## src/twpc_pkg.sv

```systemverilog
// Constants for the timer, watchdog and prescaler control.
// Assumes a 250 MHz instruction-cycle clock.
package twpc_pkg;

	// Control word field positions
	localparam int CW_PULL_N = 7;
	localparam int CW_INT_EN = 6;
	localparam int CW_PSC_SEL = 3;
	localparam int CW_RATIO_LO = 0;
	// Watchdog/sleep control field positions
	localparam int WS_OPEN_DRAIN = 6;
	localparam int WS_WDT_EN = 5;
	localparam int WS_OSC_RUN = 4;
	localparam int WS_ROPT_EN = 3;
	localparam int WS_WAKE_N = 0;
	// Interrupt flag and mask positions
	localparam int IRQ_TIMER1 = 3;
	localparam int IRQ_SERIAL = 2;
	localparam int IRQ_EXT = 1;
	localparam int IRQ_OVF = 0;

	// Writable bits of each register
	localparam logic [7:0] CW_WR_MASK = 8'h8F;
	localparam logic [7:0] WS_WR_MASK = 8'h79;
	localparam logic [7:0] IM_WR_MASK = 8'h0F;

	// Reset values
	localparam logic [7:0] CW_RST = 8'h80;
	localparam logic [7:0] WS_RST = 8'h11;
	localparam logic [7:0] IM_RST = 8'h00;
	localparam logic [7:0] TIMER_RST = 8'h00;
	localparam logic [3:0] FLAGS_RST = 4'h0;

	// Timing
	localparam int CLK_PERIOD_PS = 4000;
	localparam int WDT_TIMEOUT_US = 18000;
	localparam int WDT_BASE_CYC = (WDT_TIMEOUT_US * 1000) / (CLK_PERIOD_PS / 1000);
	localparam int OST_CYC = 64;

endpackage

```

## src/twpc_psc_if.sv

```systemverilog
// Link between the control logic and the shared prescaler.
// Assumes both ends on the same clock.
`timescale 1ns/1ns
interface twpc_psc_if;
	logic clr; // Clear count
	logic inc; // Count one source event
	logic to_wdt; // Assigned to watchdog
	logic [2:0] ratio; // Ratio code
	logic tick; // Period complete

	modport ctl (output clr, output inc, output to_wdt, output ratio, input tick);
	modport psc (input clr, input inc, input to_wdt, input ratio, output tick);
endinterface

```

## src/twpc_prescaler.sv

```systemverilog
// Shared 8-bit prescaler, serving timer or watchdog.
// Assumes clear and increment come from the same clock domain.
`timescale 1ns/1ns
module twpc_prescaler
(
	// Clock and reset
	input wire logic mclk_i,
	input wire logic srst_i,
	// Control side
	twpc_psc_if.psc p
);

	logic [7:0] count; // Prescaler count
	logic [7:0] mask; // Low bits that must be all ones

	// Ratio decode: timer 1:2..1:256, watchdog 1:1..1:128
	always_comb
	begin
		if (p.to_wdt)
		begin
			mask = 8'((9'h001 << p.ratio) - 9'h001);
		end
		else
		begin
			mask = 8'((9'h002 << p.ratio) - 9'h001);
		end
	end

	// Period ends on the increment made while the masked bits are all ones
	assign p.tick = p.inc && !p.clr && ((count & mask) == mask);

	// One counter, cleared or advanced
	always_ff @(posedge mclk_i)
	begin
		if (srst_i || p.clr)
		begin
			count <= 8'h00;
		end
		else if (p.inc)
		begin
			count <= count + 8'h01;
		end
	end

endmodule

```

## src/twpc_top.sv

```systemverilog
// Timer/counter, watchdog, shared prescaler and their control registers.
// Assumes instruction strobes are one-cycle pulses on mclk_i.
//
// What this block does
// - Select bit routes prescaler to timer or watchdog.
// - One 8-bit prescaler counter serves either user.
// - Ratio codes double, timer from 2, watchdog 1.
// - Timer write clears prescaler when timer owns it.
// - Watchdog clear or sleep clears watchdog, prescaler when watchdog owns it.
// - Timer steps each cycle or per prescaler period.
// - Enabled watchdog time-out resets device, sleep too.
// - Watchdog enable bit works only with fuse set.
// - Base time-out about 18 ms, times prescaler.
// - Control bit 7 low enables pull-ups.
// - Bit 6 set/cleared by interrupt instructions only.
// - Bits 5,4 read zero; bits 7, 3..0 read/write.
// - Wake falling edge sets oscillator run bit.
// - Wake while asleep or oscillator stopped starts start-up timer first.
// - Wake enable bit low lets pins wake.
// - Open-drain bit switches two pins to open-drain.
// - Resistor option bit enables reading strap pins.
// - Mask bits enable timer1, serial, external, overflow.
// - Overflow sets flag; software only clears it.
// - Status read is flags AND mask.
`timescale 1ns/1ns
module twpc_top
#(
	parameter int WDT_BASE_CYC = twpc_pkg::WDT_BASE_CYC, // Base time-out in cycles
	parameter int OST_CYC = twpc_pkg::OST_CYC // Start-up timer length
)
(
	// Clock and reset
	input wire logic mclk_i,
	input wire logic srst_i,
	// Register write instructions
	input wire logic [7:0] wr_data_i,
	input wire logic control_word_write_instr_i,
	input wire logic watchdog_sleep_wr_i,
	input wire logic interrupt_mask_wr_i,
	input wire logic timer_counter_wr_i,
	input wire logic interrupt_status_wr_i,
	// Special instructions
	input wire logic interrupt_enable_instr_i,
	input wire logic interrupt_disable_instr_i,
	input wire logic return_from_interrupt_instr_i,
	input wire logic watchdog_clear_instr_i,
	input wire logic sleep_instr_i,
	// Interrupt source events
	input wire logic timer1_evt_i,
	input wire logic serial_evt_i,
	input wire logic external_evt_i,
	// Pins and fuse
	input wire logic wake_n_i,
	input wire logic [1:0] ropt_pin_i,
	input wire logic watchdog_option_i,
	// Register read values
	output logic [7:0] prescale_interrupt_control_o,
	output logic [7:0] watchdog_sleep_control_o,
	output logic [7:0] interrupt_mask_o,
	output logic [7:0] interrupt_status_o,
	output logic [7:0] timer_counter_o,
	// Control outputs
	output logic pull_high_global_n_o,
	output logic open_drain_select_o,
	output logic wake_enable_n_o,
	output logic resistor_option_enable_o,
	output logic [1:0] ropt_status_o,
	output logic global_int_enable_o,
	// Power and reset outputs
	output logic oscillator_run_o,
	output logic deep_sleep_o,
	output logic sleep_o,
	output logic startup_busy_o,
	output logic watchdog_active_o,
	output logic watchdog_reset_o
);

	// Prescaler link
	twpc_psc_if psc_if();

	// Control word pieces
	logic pull_high_global_n; // Bit 7, active low
	logic int_en; // Bit 6
	logic prescaler_select; // Bit 3, 1 = watchdog
	logic [2:0] prescale_ratio; // Bits 2..0

	// Watchdog/sleep pieces
	logic open_drain_select; // Bit 6
	logic watchdog_enable; // Bit 5
	logic oscillator_run; // Bit 4
	logic resistor_option_enable; // Bit 3
	logic wake_enable_n; // Bit 0

	// Mask, flags, timer
	logic [3:0] irq_mask; // Interrupt enables
	logic [3:0] irq_flags; // Pending flags
	logic [7:0] timer_counter; // Timer/counter value

	// Watchdog and sleep state
	logic [22:0] wdt_base; // Base period counter
	logic sleeping; // Sleep instruction state
	logic [15:0] ost_cnt; // Start-up timer count

	// Synchronisers
	logic [1:0] wake_sync; // Wake pin, stage 1 and 2
	logic wake_prev; // Previous synced wake level
	logic [1:0] ropt_s1; // Strap pins stage 1
	logic [1:0] ropt_s2; // Strap pins stage 2
	logic [1:0] fuse_sync; // Fuse level stages

	// Derived terms
	logic fuse; // Synced watchdog option fuse
	logic wdt_on; // Watchdog really enabled
	logic wdt_clear; // Watchdog clear request
	logic base_evt; // Base period elapsed
	logic wdt_timeout; // Watchdog time-out
	logic wake_evt; // Accepted wake edge
	logic timer_step; // Timer increments
	logic timer_run; // Instruction cycles running
	logic ovf; // Timer wraps this cycle

	// Two-flop synchronisers for pins and fuse
	always_ff @(posedge mclk_i)
	begin
		if (srst_i)
		begin
			wake_sync <= 2'b11;
			wake_prev <= 1'b1;
			ropt_s1 <= 2'b00;
			ropt_s2 <= 2'b00;
			fuse_sync <= 2'b00;
		end
		else
		begin
			wake_sync <= {wake_sync[0], wake_n_i};
			wake_prev <= wake_sync[1];
			ropt_s1 <= ropt_pin_i;
			ropt_s2 <= ropt_s1;
			fuse_sync <= {fuse_sync[0], watchdog_option_i};
		end
	end

	// Fuse gates the enable bit
	assign fuse = fuse_sync[1];
	assign wdt_on = fuse && watchdog_enable;

	// Wake edge counts only while pin wake-up is enabled
	assign wake_evt = wake_prev && !wake_sync[1] && !wake_enable_n;

	// Timer runs while the oscillator is up, not asleep and start-up timer done
	assign timer_run = oscillator_run && !sleeping && (ost_cnt == 16'h0000);

	// Prescaler routing
	assign psc_if.to_wdt = prescaler_select;
	assign psc_if.ratio = prescale_ratio;
	assign wdt_clear = watchdog_clear_instr_i || sleep_instr_i;
	// Clear on timer write or watchdog clear, by owner
	always_comb
	begin
		if (prescaler_select)
		begin
			psc_if.clr = wdt_clear;
			psc_if.inc = base_evt;
		end
		else
		begin
			psc_if.clr = timer_counter_wr_i;
			psc_if.inc = timer_run;
		end
	end

	// Shared prescaler
	twpc_prescaler u_psc
	(
		.mclk_i(mclk_i),
		.srst_i(srst_i),
		.p(psc_if.psc)
	);

	// Step timer directly or on prescaler tick
	assign timer_step = prescaler_select ? timer_run : psc_if.tick;
	// All ones plus one is the overflow
	assign ovf = timer_step && !timer_counter_wr_i && (timer_counter == 8'hFF);

	// Base period ends after the 18 ms count
	assign base_evt = wdt_on && !wdt_clear && (wdt_base == 23'(WDT_BASE_CYC - 1));
	// Time-out: base period, or prescaler tick when assigned
	assign wdt_timeout = prescaler_select ? psc_if.tick : base_evt;

	// Control word register
	always_ff @(posedge mclk_i)
	begin
		if (srst_i)
		begin
			pull_high_global_n <= twpc_pkg::CW_RST[twpc_pkg::CW_PULL_N];
			prescaler_select <= twpc_pkg::CW_RST[twpc_pkg::CW_PSC_SEL];
			prescale_ratio <= twpc_pkg::CW_RST[2:0];
		end
		else if (control_word_write_instr_i)
		begin
			// Bit 6 left alone by this write
			pull_high_global_n <= wr_data_i[twpc_pkg::CW_PULL_N];
			prescaler_select <= wr_data_i[twpc_pkg::CW_PSC_SEL];
			prescale_ratio <= wr_data_i[twpc_pkg::CW_RATIO_LO +: 3];
		end
	end

	// Global interrupt enable, instructions only
	always_ff @(posedge mclk_i)
	begin
		if (srst_i)
		begin
			int_en <= twpc_pkg::CW_RST[twpc_pkg::CW_INT_EN];
		end
		else if (interrupt_disable_instr_i)
		begin
			int_en <= 1'b0;
		end
		else if (interrupt_enable_instr_i || return_from_interrupt_instr_i)
		begin
			int_en <= 1'b1;
		end
	end

	// Watchdog/sleep control register
	always_ff @(posedge mclk_i)
	begin
		if (srst_i)
		begin
			open_drain_select <= twpc_pkg::WS_RST[twpc_pkg::WS_OPEN_DRAIN];
			watchdog_enable <= twpc_pkg::WS_RST[twpc_pkg::WS_WDT_EN];
			resistor_option_enable <= twpc_pkg::WS_RST[twpc_pkg::WS_ROPT_EN];
			wake_enable_n <= twpc_pkg::WS_RST[twpc_pkg::WS_WAKE_N];
		end
		else if (watchdog_sleep_wr_i)
		begin
			open_drain_select <= wr_data_i[twpc_pkg::WS_OPEN_DRAIN];
			// Wake-up set wins over a same-cycle software clear
			watchdog_enable <= wr_data_i[twpc_pkg::WS_WDT_EN] | (wake_evt && fuse);
			resistor_option_enable <= wr_data_i[twpc_pkg::WS_ROPT_EN];
			wake_enable_n <= wr_data_i[twpc_pkg::WS_WAKE_N];
		end
		else if (wake_evt && fuse)
		begin
			// Woken device comes back with watchdog on
			watchdog_enable <= 1'b1;
		end
	end

	// Oscillator run bit: hardware set wins over software clear
	always_ff @(posedge mclk_i)
	begin
		if (srst_i)
		begin
			oscillator_run <= twpc_pkg::WS_RST[twpc_pkg::WS_OSC_RUN];
		end
		else if (wake_evt)
		begin
			oscillator_run <= 1'b1;
		end
		else if (watchdog_sleep_wr_i)
		begin
			// Writing zero stops the oscillator
			oscillator_run <= wr_data_i[twpc_pkg::WS_OSC_RUN];
		end
	end

	// Sleep state from the sleep instruction
	always_ff @(posedge mclk_i)
	begin
		if (srst_i)
		begin
			sleeping <= 1'b0;
		end
		else if (wake_evt)
		begin
			sleeping <= 1'b0;
		end
		else if (sleep_instr_i)
		begin
			sleeping <= 1'b1;
		end
	end

	// Start-up timer, loaded by a wake while asleep or oscillator stopped
	always_ff @(posedge mclk_i)
	begin
		if (srst_i)
		begin
			ost_cnt <= 16'h0000;
		end
		else if (wake_evt && (sleeping || !oscillator_run))
		begin
			ost_cnt <= 16'(OST_CYC);
		end
		else if (ost_cnt != 16'h0000)
		begin
			ost_cnt <= ost_cnt - 16'h0001;
		end
	end

	// Interrupt mask register
	always_ff @(posedge mclk_i)
	begin
		if (srst_i)
		begin
			irq_mask <= twpc_pkg::IM_RST[3:0];
		end
		else if (interrupt_mask_wr_i)
		begin
			irq_mask <= wr_data_i[3:0] & twpc_pkg::IM_WR_MASK[3:0];
		end
	end

	// Timer/counter: write wins, else step and wrap
	always_ff @(posedge mclk_i)
	begin
		if (srst_i)
		begin
			timer_counter <= twpc_pkg::TIMER_RST;
		end
		else if (timer_counter_wr_i)
		begin
			timer_counter <= wr_data_i;
		end
		else if (timer_step)
		begin
			timer_counter <= timer_counter + 8'h01;
		end
	end

	// Pending flags: set beats clear, writes only clear
	always_ff @(posedge mclk_i)
	begin
		if (srst_i)
		begin
			irq_flags <= twpc_pkg::FLAGS_RST;
		end
		else
		begin
			irq_flags <= (interrupt_status_wr_i ? (irq_flags & wr_data_i[3:0]) : irq_flags)
				| {timer1_evt_i, serial_evt_i, external_evt_i, ovf};
		end
	end

	// Watchdog base counter, counts through sleep
	always_ff @(posedge mclk_i)
	begin
		if (srst_i)
		begin
			wdt_base <= 23'h00_0000;
		end
		else if (!wdt_on || wdt_clear || base_evt)
		begin
			wdt_base <= 23'h00_0000;
		end
		else
		begin
			wdt_base <= wdt_base + 23'h00_0001;
		end
	end

	// Time-out pulse resets device, asleep or not
	always_ff @(posedge mclk_i)
	begin
		if (srst_i)
		begin
			watchdog_reset_o <= 1'b0;
			watchdog_active_o <= 1'b0;
		end
		else
		begin
			watchdog_reset_o <= wdt_on && wdt_timeout;
			watchdog_active_o <= wdt_on;
		end
	end

	// Registered register read values
	always_ff @(posedge mclk_i)
	begin
		if (srst_i)
		begin
			prescale_interrupt_control_o <= twpc_pkg::CW_RST;
			watchdog_sleep_control_o <= twpc_pkg::WS_RST;
			interrupt_mask_o <= twpc_pkg::IM_RST;
			interrupt_status_o <= 8'h00;
			timer_counter_o <= twpc_pkg::TIMER_RST;
		end
		else
		begin
			// Control word bits 5 and 4 always zero
			prescale_interrupt_control_o <= {pull_high_global_n, int_en, 2'b00,
				prescaler_select, prescale_ratio};
			watchdog_sleep_control_o <= {1'b0, open_drain_select, watchdog_enable,
				oscillator_run, resistor_option_enable, 2'b00, wake_enable_n};
			interrupt_mask_o <= {4'h0, irq_mask};
			interrupt_status_o <= {4'h0, irq_flags & irq_mask};
			timer_counter_o <= timer_counter;
		end
	end

	// Pin controls and sleep status
	always_ff @(posedge mclk_i)
	begin
		if (srst_i)
		begin
			pull_high_global_n_o <= twpc_pkg::CW_RST[twpc_pkg::CW_PULL_N];
			open_drain_select_o <= twpc_pkg::WS_RST[twpc_pkg::WS_OPEN_DRAIN];
			wake_enable_n_o <= twpc_pkg::WS_RST[twpc_pkg::WS_WAKE_N];
			resistor_option_enable_o <= twpc_pkg::WS_RST[twpc_pkg::WS_ROPT_EN];
			ropt_status_o <= 2'b00;
			global_int_enable_o <= twpc_pkg::CW_RST[twpc_pkg::CW_INT_EN];
			oscillator_run_o <= twpc_pkg::WS_RST[twpc_pkg::WS_OSC_RUN];
			deep_sleep_o <= ~twpc_pkg::WS_RST[twpc_pkg::WS_OSC_RUN];
			sleep_o <= 1'b0;
			startup_busy_o <= 1'b0;
		end
		else
		begin
			pull_high_global_n_o <= pull_high_global_n;
			open_drain_select_o <= open_drain_select;
			wake_enable_n_o <= wake_enable_n;
			resistor_option_enable_o <= resistor_option_enable;
			// Strap status only visible when enabled
			ropt_status_o <= resistor_option_enable ? ropt_s2 : 2'b00;
			global_int_enable_o <= int_en;
			oscillator_run_o <= oscillator_run;
			deep_sleep_o <= !oscillator_run;
			sleep_o <= sleeping;
			startup_busy_o <= (ost_cnt != 16'h0000);
		end
	end

endmodule

```

## config.mk

```make
export PLATFORM = sky130hd
export DESIGN_NAME = twpc_top
export DESIGN_NICKNAME = d
export VERILOG_FILES = /design/src/twpc_pkg.sv /design/src/twpc_psc_if.sv /design/src/twpc_prescaler.sv /design/src/twpc_top.sv
export SDC_FILE = /design/constraint.sdc
export NUM_CORES = 1
export LEC_CHECK = 0
export BUFFER_PORTS_ARGS = -buffer_cell sky130_fd_sc_hd__buf_2
export CAP_MARGIN = 40
export CORE_ASPECT_RATIO = 0.6
export CORE_MARGIN = 3
export CORE_UTILIZATION = 50
export CTS_BUF_LIST = sky130_fd_sc_hd__clkbuf_16
export DETAILED_ROUTE_END_ITERATION = 10
export PLACE_DENSITY = 0.81
export SLEW_MARGIN = 40
export SYNTH_ARGS = -nofsm -noshare
export SYNTH_HDL_FRONTEND = slang
export SYNTH_SLANG_ARGS = --single-unit
export TNS_END_PERCENT = 5
```

## constraint.sdc

```tcl
create_clock -name mclk_i -period 4 [get_ports mclk_i]
set_input_delay 1 -clock mclk_i [delete_from_list [all_inputs] [get_ports mclk_i]]
set_output_delay 1 -clock mclk_i [all_outputs]
set_load 0.05 [all_outputs]
```

==> results.md, run 1 <==
- Status: completed
- Hold Vio Cnt, Final: 0
- Post-CTS Setup Inserts: 0
- Post-synth top area cell: dfxtp_1
- Worst Setup Path Type: flip-flop to flip-flop
- Final #Nets: around 630
- Post_cts resized: 0
- Post-synth top flop: dfxtp_1
- Routed vias/inst: 5.308
- Unrepaired setup endpoints after global routing: false
- TritonCTS Sinks: between 100 and 150
- Initial cell density of the core: 0.5262
- Startpoint class of the critical path: flip-flop
- Die Area: 0.01119 mm^2
- Largest cells by area after synthesis: dfxtp_1 (48%), nor2_1 (5.5%), nor2b_1 (3.7%)
- Final setup fails: 0
- DP HPWL: approximately 7500 um
- Gr ovfl total: 0
- Antenna viol nets, final: 0
- Largest net degree at the start of global routing: 64
- TritonRoute pass-1 iters: 4
- Clock Pin Slew Worst Setup and Hold Paths: about 0.050 ns
- Critical Path RT: 4.32 ns
- F_max: roughly 300 MHz
- Core area: around 0.0094 mm^2
- Leakage power total: 2.313 nW
- Critical R2R Launch: prescaler_select$_SDFFE_PP0P_
- Worst R2R Setup Slack: 0.57 ns
- Setup Skew: 0.007059 ns
- Synth Warn #: 0
- Top cell type's share of synthesized area: 0.4763
- Post-synth ARST share: 0
- Chip width: about 130 um
- Total wire length: 10690 um
- CP endpoint kind: flip-flop
- Clk root buf: clkbuf_16
- CP max stage cell: or4_1
- Slew Viols, Final: 0
- Cells after Synth: between 500 and 600
- VDD IR max: roughly 0.38 mV
- Delay-heaviest family, CP: simple AND/OR/NAND/NOR gates
- CTS Hold Buffers Added: 0
- PwrDens: roughly 600 mW/mm^2
- Initial antenna violation count: 0
- Hold path start: ropt_s2[1]$_SDFF_PP0_
- Register area share after synthesis: 0.4763
- CP most frequent cell: ha_1
- Gp weighted congestion: ~0.84
- Fillers: 731
- Worst slack, placed: 0.6286 ns
- Total CTS buffers: 17
- Hold path endpoint: ropt_status_o[1]$_SDFF_PP0_
- Die Height: just over 80 um
- Reg-to-reg endpoint: timer_counter[5]$_SDFFE_PP0P_
- TritonCTS clock tree: built
- Final worst slack: roughly 0.57 ns
- Io pins: 80
- Hold path depth: 1
- Via count: 3907
- Most frequent cells in the layout: dfxtp_1 (118), nor2_1 (73), buf_2 (66)
- Setup TNS: 0 ns
- Residual DRC: 0
- Row cnt: 27
- Crit path DAT: ~3.8 ns
- Period utilisation layout: 0.8578
- Share of post-route cells with drive strength above 1: 0.1947
- Yosys cell types: 58
- CTS max path bufs: 2
- FF/Latch Area: about 0.0024 mm^2
- Max_cap viols: 0
- Number of global-route vias before repair: 3798
- Routed len/inst: 14.52 um
- Mean area per synthesized cell: a little over 9 um^2
- Fin cells: between 700 and 800
- EDFF count, synth: 0
- Largest stage delay, worst path: around 0.57 ns
- Total global-route track usage: 0.1988
- Area of the multi-input gates: between 0.002 and 0.0025 mm^2
- Most common cell after layout, fill and taps aside: dfxtp_1
- Number of synthesized register bits: 118
- Cell chain of the critical path: inv_1 > ha_1 > nand2_1 > ha_1 > or3b_2 > nand4_1 > a31o_2 > a41oi_4 > or4_1 > a311oi_1
- Worst-margin pin slew: ~0.70 ns
- Global-route wire length before repair: about 18000 um
- Antenna diode instance count: 0
- WHS: 0.4244 ns
- Reg2reg path depth: 10
- Worst hold path type: flip-flop to flip-flop
- CTS H-tree depth: 4
- Slew Limit Headroom: 0.5217
- Iteration-0 DRC Markers: roughly 320
- Buf/Inv on CP: 1
- IO buf count: between 60 and 70
- Worst-skew pair later-pin latency: 0.41 ns
- Cell Area, Synth: 0.004960 mm^2
- Fin crit period: 3.431 ns
- CP Max Fanout: 17
- Placed cells: between 700 and 800
- Layout area overhead: 18.72%
## layer usage
layer,track usage,vias to the layer above,share of wire,wire length (um)
met5,0,-,0,0
met4,0.07579,0,0.013,138
met3,0.06053,19,0.059,629
met2,0.2949,106,0.45,4773
met1,0.2722,1852,0.48,5148
li1,-,1930,-,-
## through the flow
| stage | util | power, mW | area (um^2) |
|---|---|---|---|
| after floorplan | - | 1.893 | 5005 |
| after global placement | 0.5591 | 1.980 | 5270 |
| after detailed placement | 0.5595 | 2.017 | 5274 |
| after CTS | 0.6235 | 3.561 | 5877 |
| after global routing | 0.6247 | 3.689 | 5888 |
| final | 0.6247 | 3.540 | 5888 |
## worst reg2reg max path, delay by kind of cell (launching register included)
kind | cells | cell delay [ns]
AO/OA/AOI/OAI | 3 | 0.71
adder cells (fa/ha/maj) | 2 | 0.68
buffers and inverters | 1 | 0.13
flip-flops | 1 | 0.53
AND/OR/NAND/NOR | 4 | 1.27
## state kept, by name, summed over array words and instances (netlist names), 3 cells and up
| register | count |
|---|---|
| interrupt_mask_o | 4 |
| prescale_interrupt_control_o | 6 |
| timer_counter | 8 |
| prescale_ratio | 3 |
| timer_counter_o | 8 |
| watchdog_sleep_control_o | 5 |
| u_psc.count | 8 |
| wdt_base | 23 |
| ost_cnt | 16 |
| irq_mask | 4 |
| interrupt_status_o | 4 |
| irq_flags | 4 |
## cell usage after synthesis, drive strengths merged (2+ instances only)
master   count
a2111oi      6
a211o        3
a21oi       19
a311oi       3
a31o         2
and2         8
and3         4
and4         2
buf         26
clkbuf      13
dfxtp      118
ha           7
inv         21
mux2i       16
nand2       24
nand2b       7
nand3       16
nand3b       2
nand4        6
nor2        73
nor2b       29
nor3        12
nor3b        4
nor4         9
nor4b        5
nor4bb       2
o211ai       3
o21a         5
o21ai       11
o21bai       2
o31ai        6
or2          7
or3         11
or4          7
xnor2       19
xor2        13
## area by class of cell
| class | instances | share of cell area |
|---|---|---|
| flip-flops and latches | 118 | 0.4012 |
| multi-input cells | 368 | 0.3980 |
| clock buffers | 17 | 0.07225 |
| repair buffers | 67 | 0.05737 |
| clock inverters | 15 | 0.03017 |
| well taps | 130 | 0.02762 |
| inverters | 21 | 0.01339 |
## worst max-delay path by stage
stage / from / to / cells after the start / slack (ns)
after floorplan: prescaler_select$_SDFFE_PP0P_ / timer_counter[5]$_SDFFE_PP0P_ / 11 / 1.06
after global placement: prescaler_select$_SDFFE_PP0P_ / timer_counter[5]$_SDFFE_PP0P_ / 10 / 0.76
after detailed placement: prescaler_select$_SDFFE_PP0P_ / timer_counter[5]$_SDFFE_PP0P_ / 10 / 0.63
after CTS: prescaler_select$_SDFFE_PP0P_ / timer_counter[5]$_SDFFE_PP0P_ / 10 / 0.61
after global routing: prescaler_select$_SDFFE_PP0P_ / timer_counter[5]$_SDFFE_PP0P_ / 10 / 0.34
final: prescaler_select$_SDFFE_PP0P_ / timer_counter[5]$_SDFFE_PP0P_ / 10 / 0.57
## where the power goes
part           switching [mW]  internal (mW)
logic                   0.417          0.246
registers              0.0771           1.27
clock network           0.552          0.980
## cells by family after synthesis
group | count (synthesis) | share of synthesized area
and+or+nand+nor | 231 | 0.2495
DFF | 118 | 0.4763
AOI/OAI and AO/OA | 69 | 0.1037
buffers and inverters | 61 | 0.06332
xor gates and xnor gates | 32 | 0.05651
muxes | 16 | 0.03229
adders and majority gates | 7 | 0.01766
other | 1 | 0.0007561
(Power assumes the default switching activity.)
==> inputs of run 2 (changes only) <==
--- a/config.mk
+++ b/config.mk
@@ -16,5 +16,6 @@
 export SLEW_MARGIN = 40
 export SYNTH_ARGS = -nofsm -noshare
 export SYNTH_HDL_FRONTEND = slang
+export SYNTH_HIERARCHICAL = 1
 export SYNTH_SLANG_ARGS = --single-unit
 export TNS_END_PERCENT = 5
==> results.md, run 2 <==
- EDFF count, synth: 0 (unchanged)
- Top Registers: wdt_base (23), ost_cnt (16)
- Clock Pin Slew Worst Setup and Hold Paths: 0.05 ns (about the same)
- Combinational share of power: 0.234 (+0.047)
- Io pins: 80 (unchanged)
- CP Max Fanout: 5 (-12)
- Post-route cell area: 0.006061 mm^2 (+2.9%)
- Sw Ratio: 0.3112 (+0.01577)
- Cell Area, Synth: 0.005087 mm^2 (+2.6%)
- Fillers: 775 (+6.0%)
- Hold Vio Cnt, Final: 0 (unchanged)
- TritonRoute pass-1 iters: 6 (+2)
- Register area share after synthesis: 0.4643 (-0.01195)
- Crit path DAT: 3.97 ns (+0.22 ns)
- Top cell type's share of synthesized area: 0.4643 (-0.01195)
- Number of global-route vias before repair: 3960 (+4.3%)
- TritonCTS clock tree: built
- Worst-skew pair later-pin latency: 0.41 ns (about the same)
- Initial antenna violation count: 0 (unchanged)
- VDD IR max: 0.3757 mV (-1.0%)
- IO buf count: 66 (unchanged)
- Switch Pwr: 1.204 mW (+15%)
- Status: completed
- Post-synth ARST share: 0 (unchanged)
- Gr ovfl total: 0 (unchanged)
- Routed len/inst: 14.93 um (+2.8%)
- Initial cell density of the core: 0.5340 (+0.007798)
- Largest cells by area after synthesis: dfxtp_1 (46%), nor2_1 (5.2%), nor2b_1 (3.4%)
- Total wire length: 11410 um (+6.7%)
- CTS max path bufs: 2 (unchanged)
- Via count: 4127 (+5.6%)
- Routed vias/inst: 5.402 (+1.8%)
- Worst Setup Path Type: flip-flop to flip-flop
- Slew Viols, Final: 0 (unchanged)
- WHS: 0.4128 ns (-0.01161 ns)
- Top-count cell post-synth: dfxtp_1
- Die Area: 0.01146 mm^2 (+2.4%)
- Unrepaired setup endpoints after global routing: false
- Yosys cell types: 66 (+14%)
- Seq pwr share: 0.371 (-0.009)
- Fin crit period: 3.706 ns (+0.2748 ns)
- Die Height: 84.14 um (+1.2%)
- Slew Limit Headroom: 0.5509 (+0.02916)
- DP HPWL: 7635 um (+1.6%)
- Antenna diode instance count: 0 (unchanged)
- Chip width: 136.2 um (+1.2%)
- Share of post-route cells with drive strength above 1: 0.1972 (+0.002441)
- Period utilisation layout: 0.9265 (+0.06869)
- Met3 track demand over resource: 0.05689 (-0.003646)
- Reg2reg path depth: 15 (+5)
- Residual DRC: 0 (unchanged)
- Global-route wire length before repair: 19240 um (+7.9%)
- Post-synth top area cell: dfxtp_1
- Global routing's busiest layer: met2
- CTS H-tree depth: 4 (unchanged)
- Hold path depth: 1 (unchanged)
- Largest net degree at the start of global routing: 65 (+1.6%)
- Most common cell after layout, fill and taps aside: dfxtp_1
- Iteration-0 DRC Markers: 378 (+17%)
- TritonCTS Sinks: 118 (unchanged)
- Largest Register: wdt_base
- Total CTS buffers: 17 (unchanged)
- Worst-margin pin slew: 0.6697 ns (-0.03386 ns)
- Final setup fails: 0 (unchanged)
- Antenna viol nets, final: 0 (unchanged)
- Number of synthesized register bits: 118 (unchanged)
- Leakage power total: 2.469 nW (+6.7%)
- PwrDens: 638.2 mW/mm^2 (+6.2%)
- Top cells by count, synth: dfxtp_1 (118), nor2_1 (71), nor2b_1 (28), nand2_1 (26), nand3_1 (23)
- Int Pwr: 2.664 mW (+6.8%)
- Final #Nets: 656 (+4.6%)
- Met1 Use GR: 0.2771 (+0.004960)
- Clock Power Share: 0.395 (-0.038)
- CTS Hold Buffers Added: 0 (unchanged)
- CP endpoint kind: flip-flop
- Mean area per synthesized cell: 9.101 um^2 (-1.8%)
- F_max: 269.8 MHz (-7.4%)
- Core area: 0.009527 mm^2 (+1.1%)
- Row cnt: 27 (unchanged)
- Clk root buf: clkbuf_16
- Post-synth top flop: dfxtp_1
- Worst hold path type: flip-flop to flip-flop
- Max_cap viols: 0 (unchanged)
- GRT met2 Usage: 0.3188 (+0.02392)
- DP Area: 0.005429 mm^2 (+2.9%)
- Max reg flops: 23 (unchanged)
- Cells after Synth: 559 (+4.5%)
- Layout area overhead: 19.13%
- Total global-route track usage: 0.2083 (+0.009557)
- Synth Warn #: 6 (+6)
- Setup TNS: 0 ns (unchanged)
- Gp weighted congestion: 0.8631 (+2.7%)
- Setup Skew: 0.006769 ns (-0.0002896 ns)
- Startpoint class of the critical path: flip-flop
- Critical Path RT: 4.27 ns (-0.05 ns)
- Most frequent cells in the layout: dfxtp_1 (117), nor2_1 (71), buf_2 (66)
-- run 2: power by group through the flow --
stage / combinational [mW] / clock (mW) / sequential [mW]
2_1_floorplan: 0.672 / 0 / 1.47
3_3_place_gp: 0.859 / 0 / 1.44
3_5_place_dp: 0.886 / 0 / 1.45
4_1_cts: 0.898 / 1.55 / 1.43
5_1_grt: 1.00 / 1.60 / 1.45
6_report: 0.906 / 1.53 / 1.43
-- run 2: logic make-up (layout without fill, tap and decap cells) --
family	Yosys count	in the layout	synth area share
buffers and inverters	63	126	0.06198
xor gates and xnor gates	34	34	0.05853
muxes	15	15	0.02976
other	1	13	0.0007371
DFF	118	118	0.4643
adders and majority gates	8	8	0.01968
and+or+nand+nor	249	249	0.2693
AOI/OAI and AO/OA	71	71	0.09567
-- run 2: final timing paths --
path | end | from | slack, ns
hold reg to reg | wake_sync[1]$_SDFF_PP1_ | wake_sync[0]$_SDFF_PP1_ | 0.41
setup reg to reg | timer_counter[7]$_SDFFE_PP0P_ | wdt_base[1]$_SDFF_PP0_ | 0.29
hold / removal | wake_sync[1]$_SDFF_PP1_ | wake_sync[0]$_SDFF_PP1_ | 0.41
setup / recovery | timer_counter[7]$_SDFFE_PP0P_ | wdt_base[1]$_SDFF_PP0_ | 0.29
-- run 2: critical path: stages, from the launching register on --
cell      delay, ns
dfxtp_1        0.37
ha_1           0.20
and3_2         0.24
nand2_1        0.09
or4_4          0.56
nor2_1         0.12
a21o_1         0.13
and2b_1        0.12
o221ai_1       0.11
or4_1          0.59
nor4_4         0.19
and2b_2        0.25
nand4_1        0.15
o31ai_4        0.11
mux2i_1        0.24
a211oi_1       0.09
-- run 2: layout make-up --
type	instances	area (um^2)	share of cell area
Clock buffer	17	425.4	0.07019
Clock inverter	15	170.2	0.02808
Inverter	22	82.58	0.01363
Multi-Input combinational cell	390	2481	0.4094
Sequential cell	118	2364	0.3900
Tap cell	130	162.7	0.02684
Timing Repair Buffer	72	375.4	0.06193
-- run 2: metal layers --
| metal | up-vias | wire length [um] |
|---|---|---|
| li1 | 2020 | - |
| met1 | 1943 | 5297 |
| met2 | 140 | 5192 |
| met3 | 24 | 716 |
| met4 | 0 | 200 |
| met5 | - | 0 |
-- run 2: stage by stage --
stage	std cells	power (mW)	util	setup WS, ns
6_report	764	3.868	0.6362	0.2941
5_1_grt	764	4.053	0.6362	0.06756
4_1_cts	762	3.877	0.6324	0.07816
3_5_place_dp	730	2.336	0.5699	0.1122
3_3_place_gp	730	2.297	0.5692	0.3296
2_1_floorplan	571	2.140	-	0.3832
-- run 2: timing repair --
item | 4_1_cts | 5_1_grt
setup endpoints to repair | 0 | 7
hold endpoints to repair | 0 | 0
setup buffers | 0 | 2
resized for setup | 0 | 5
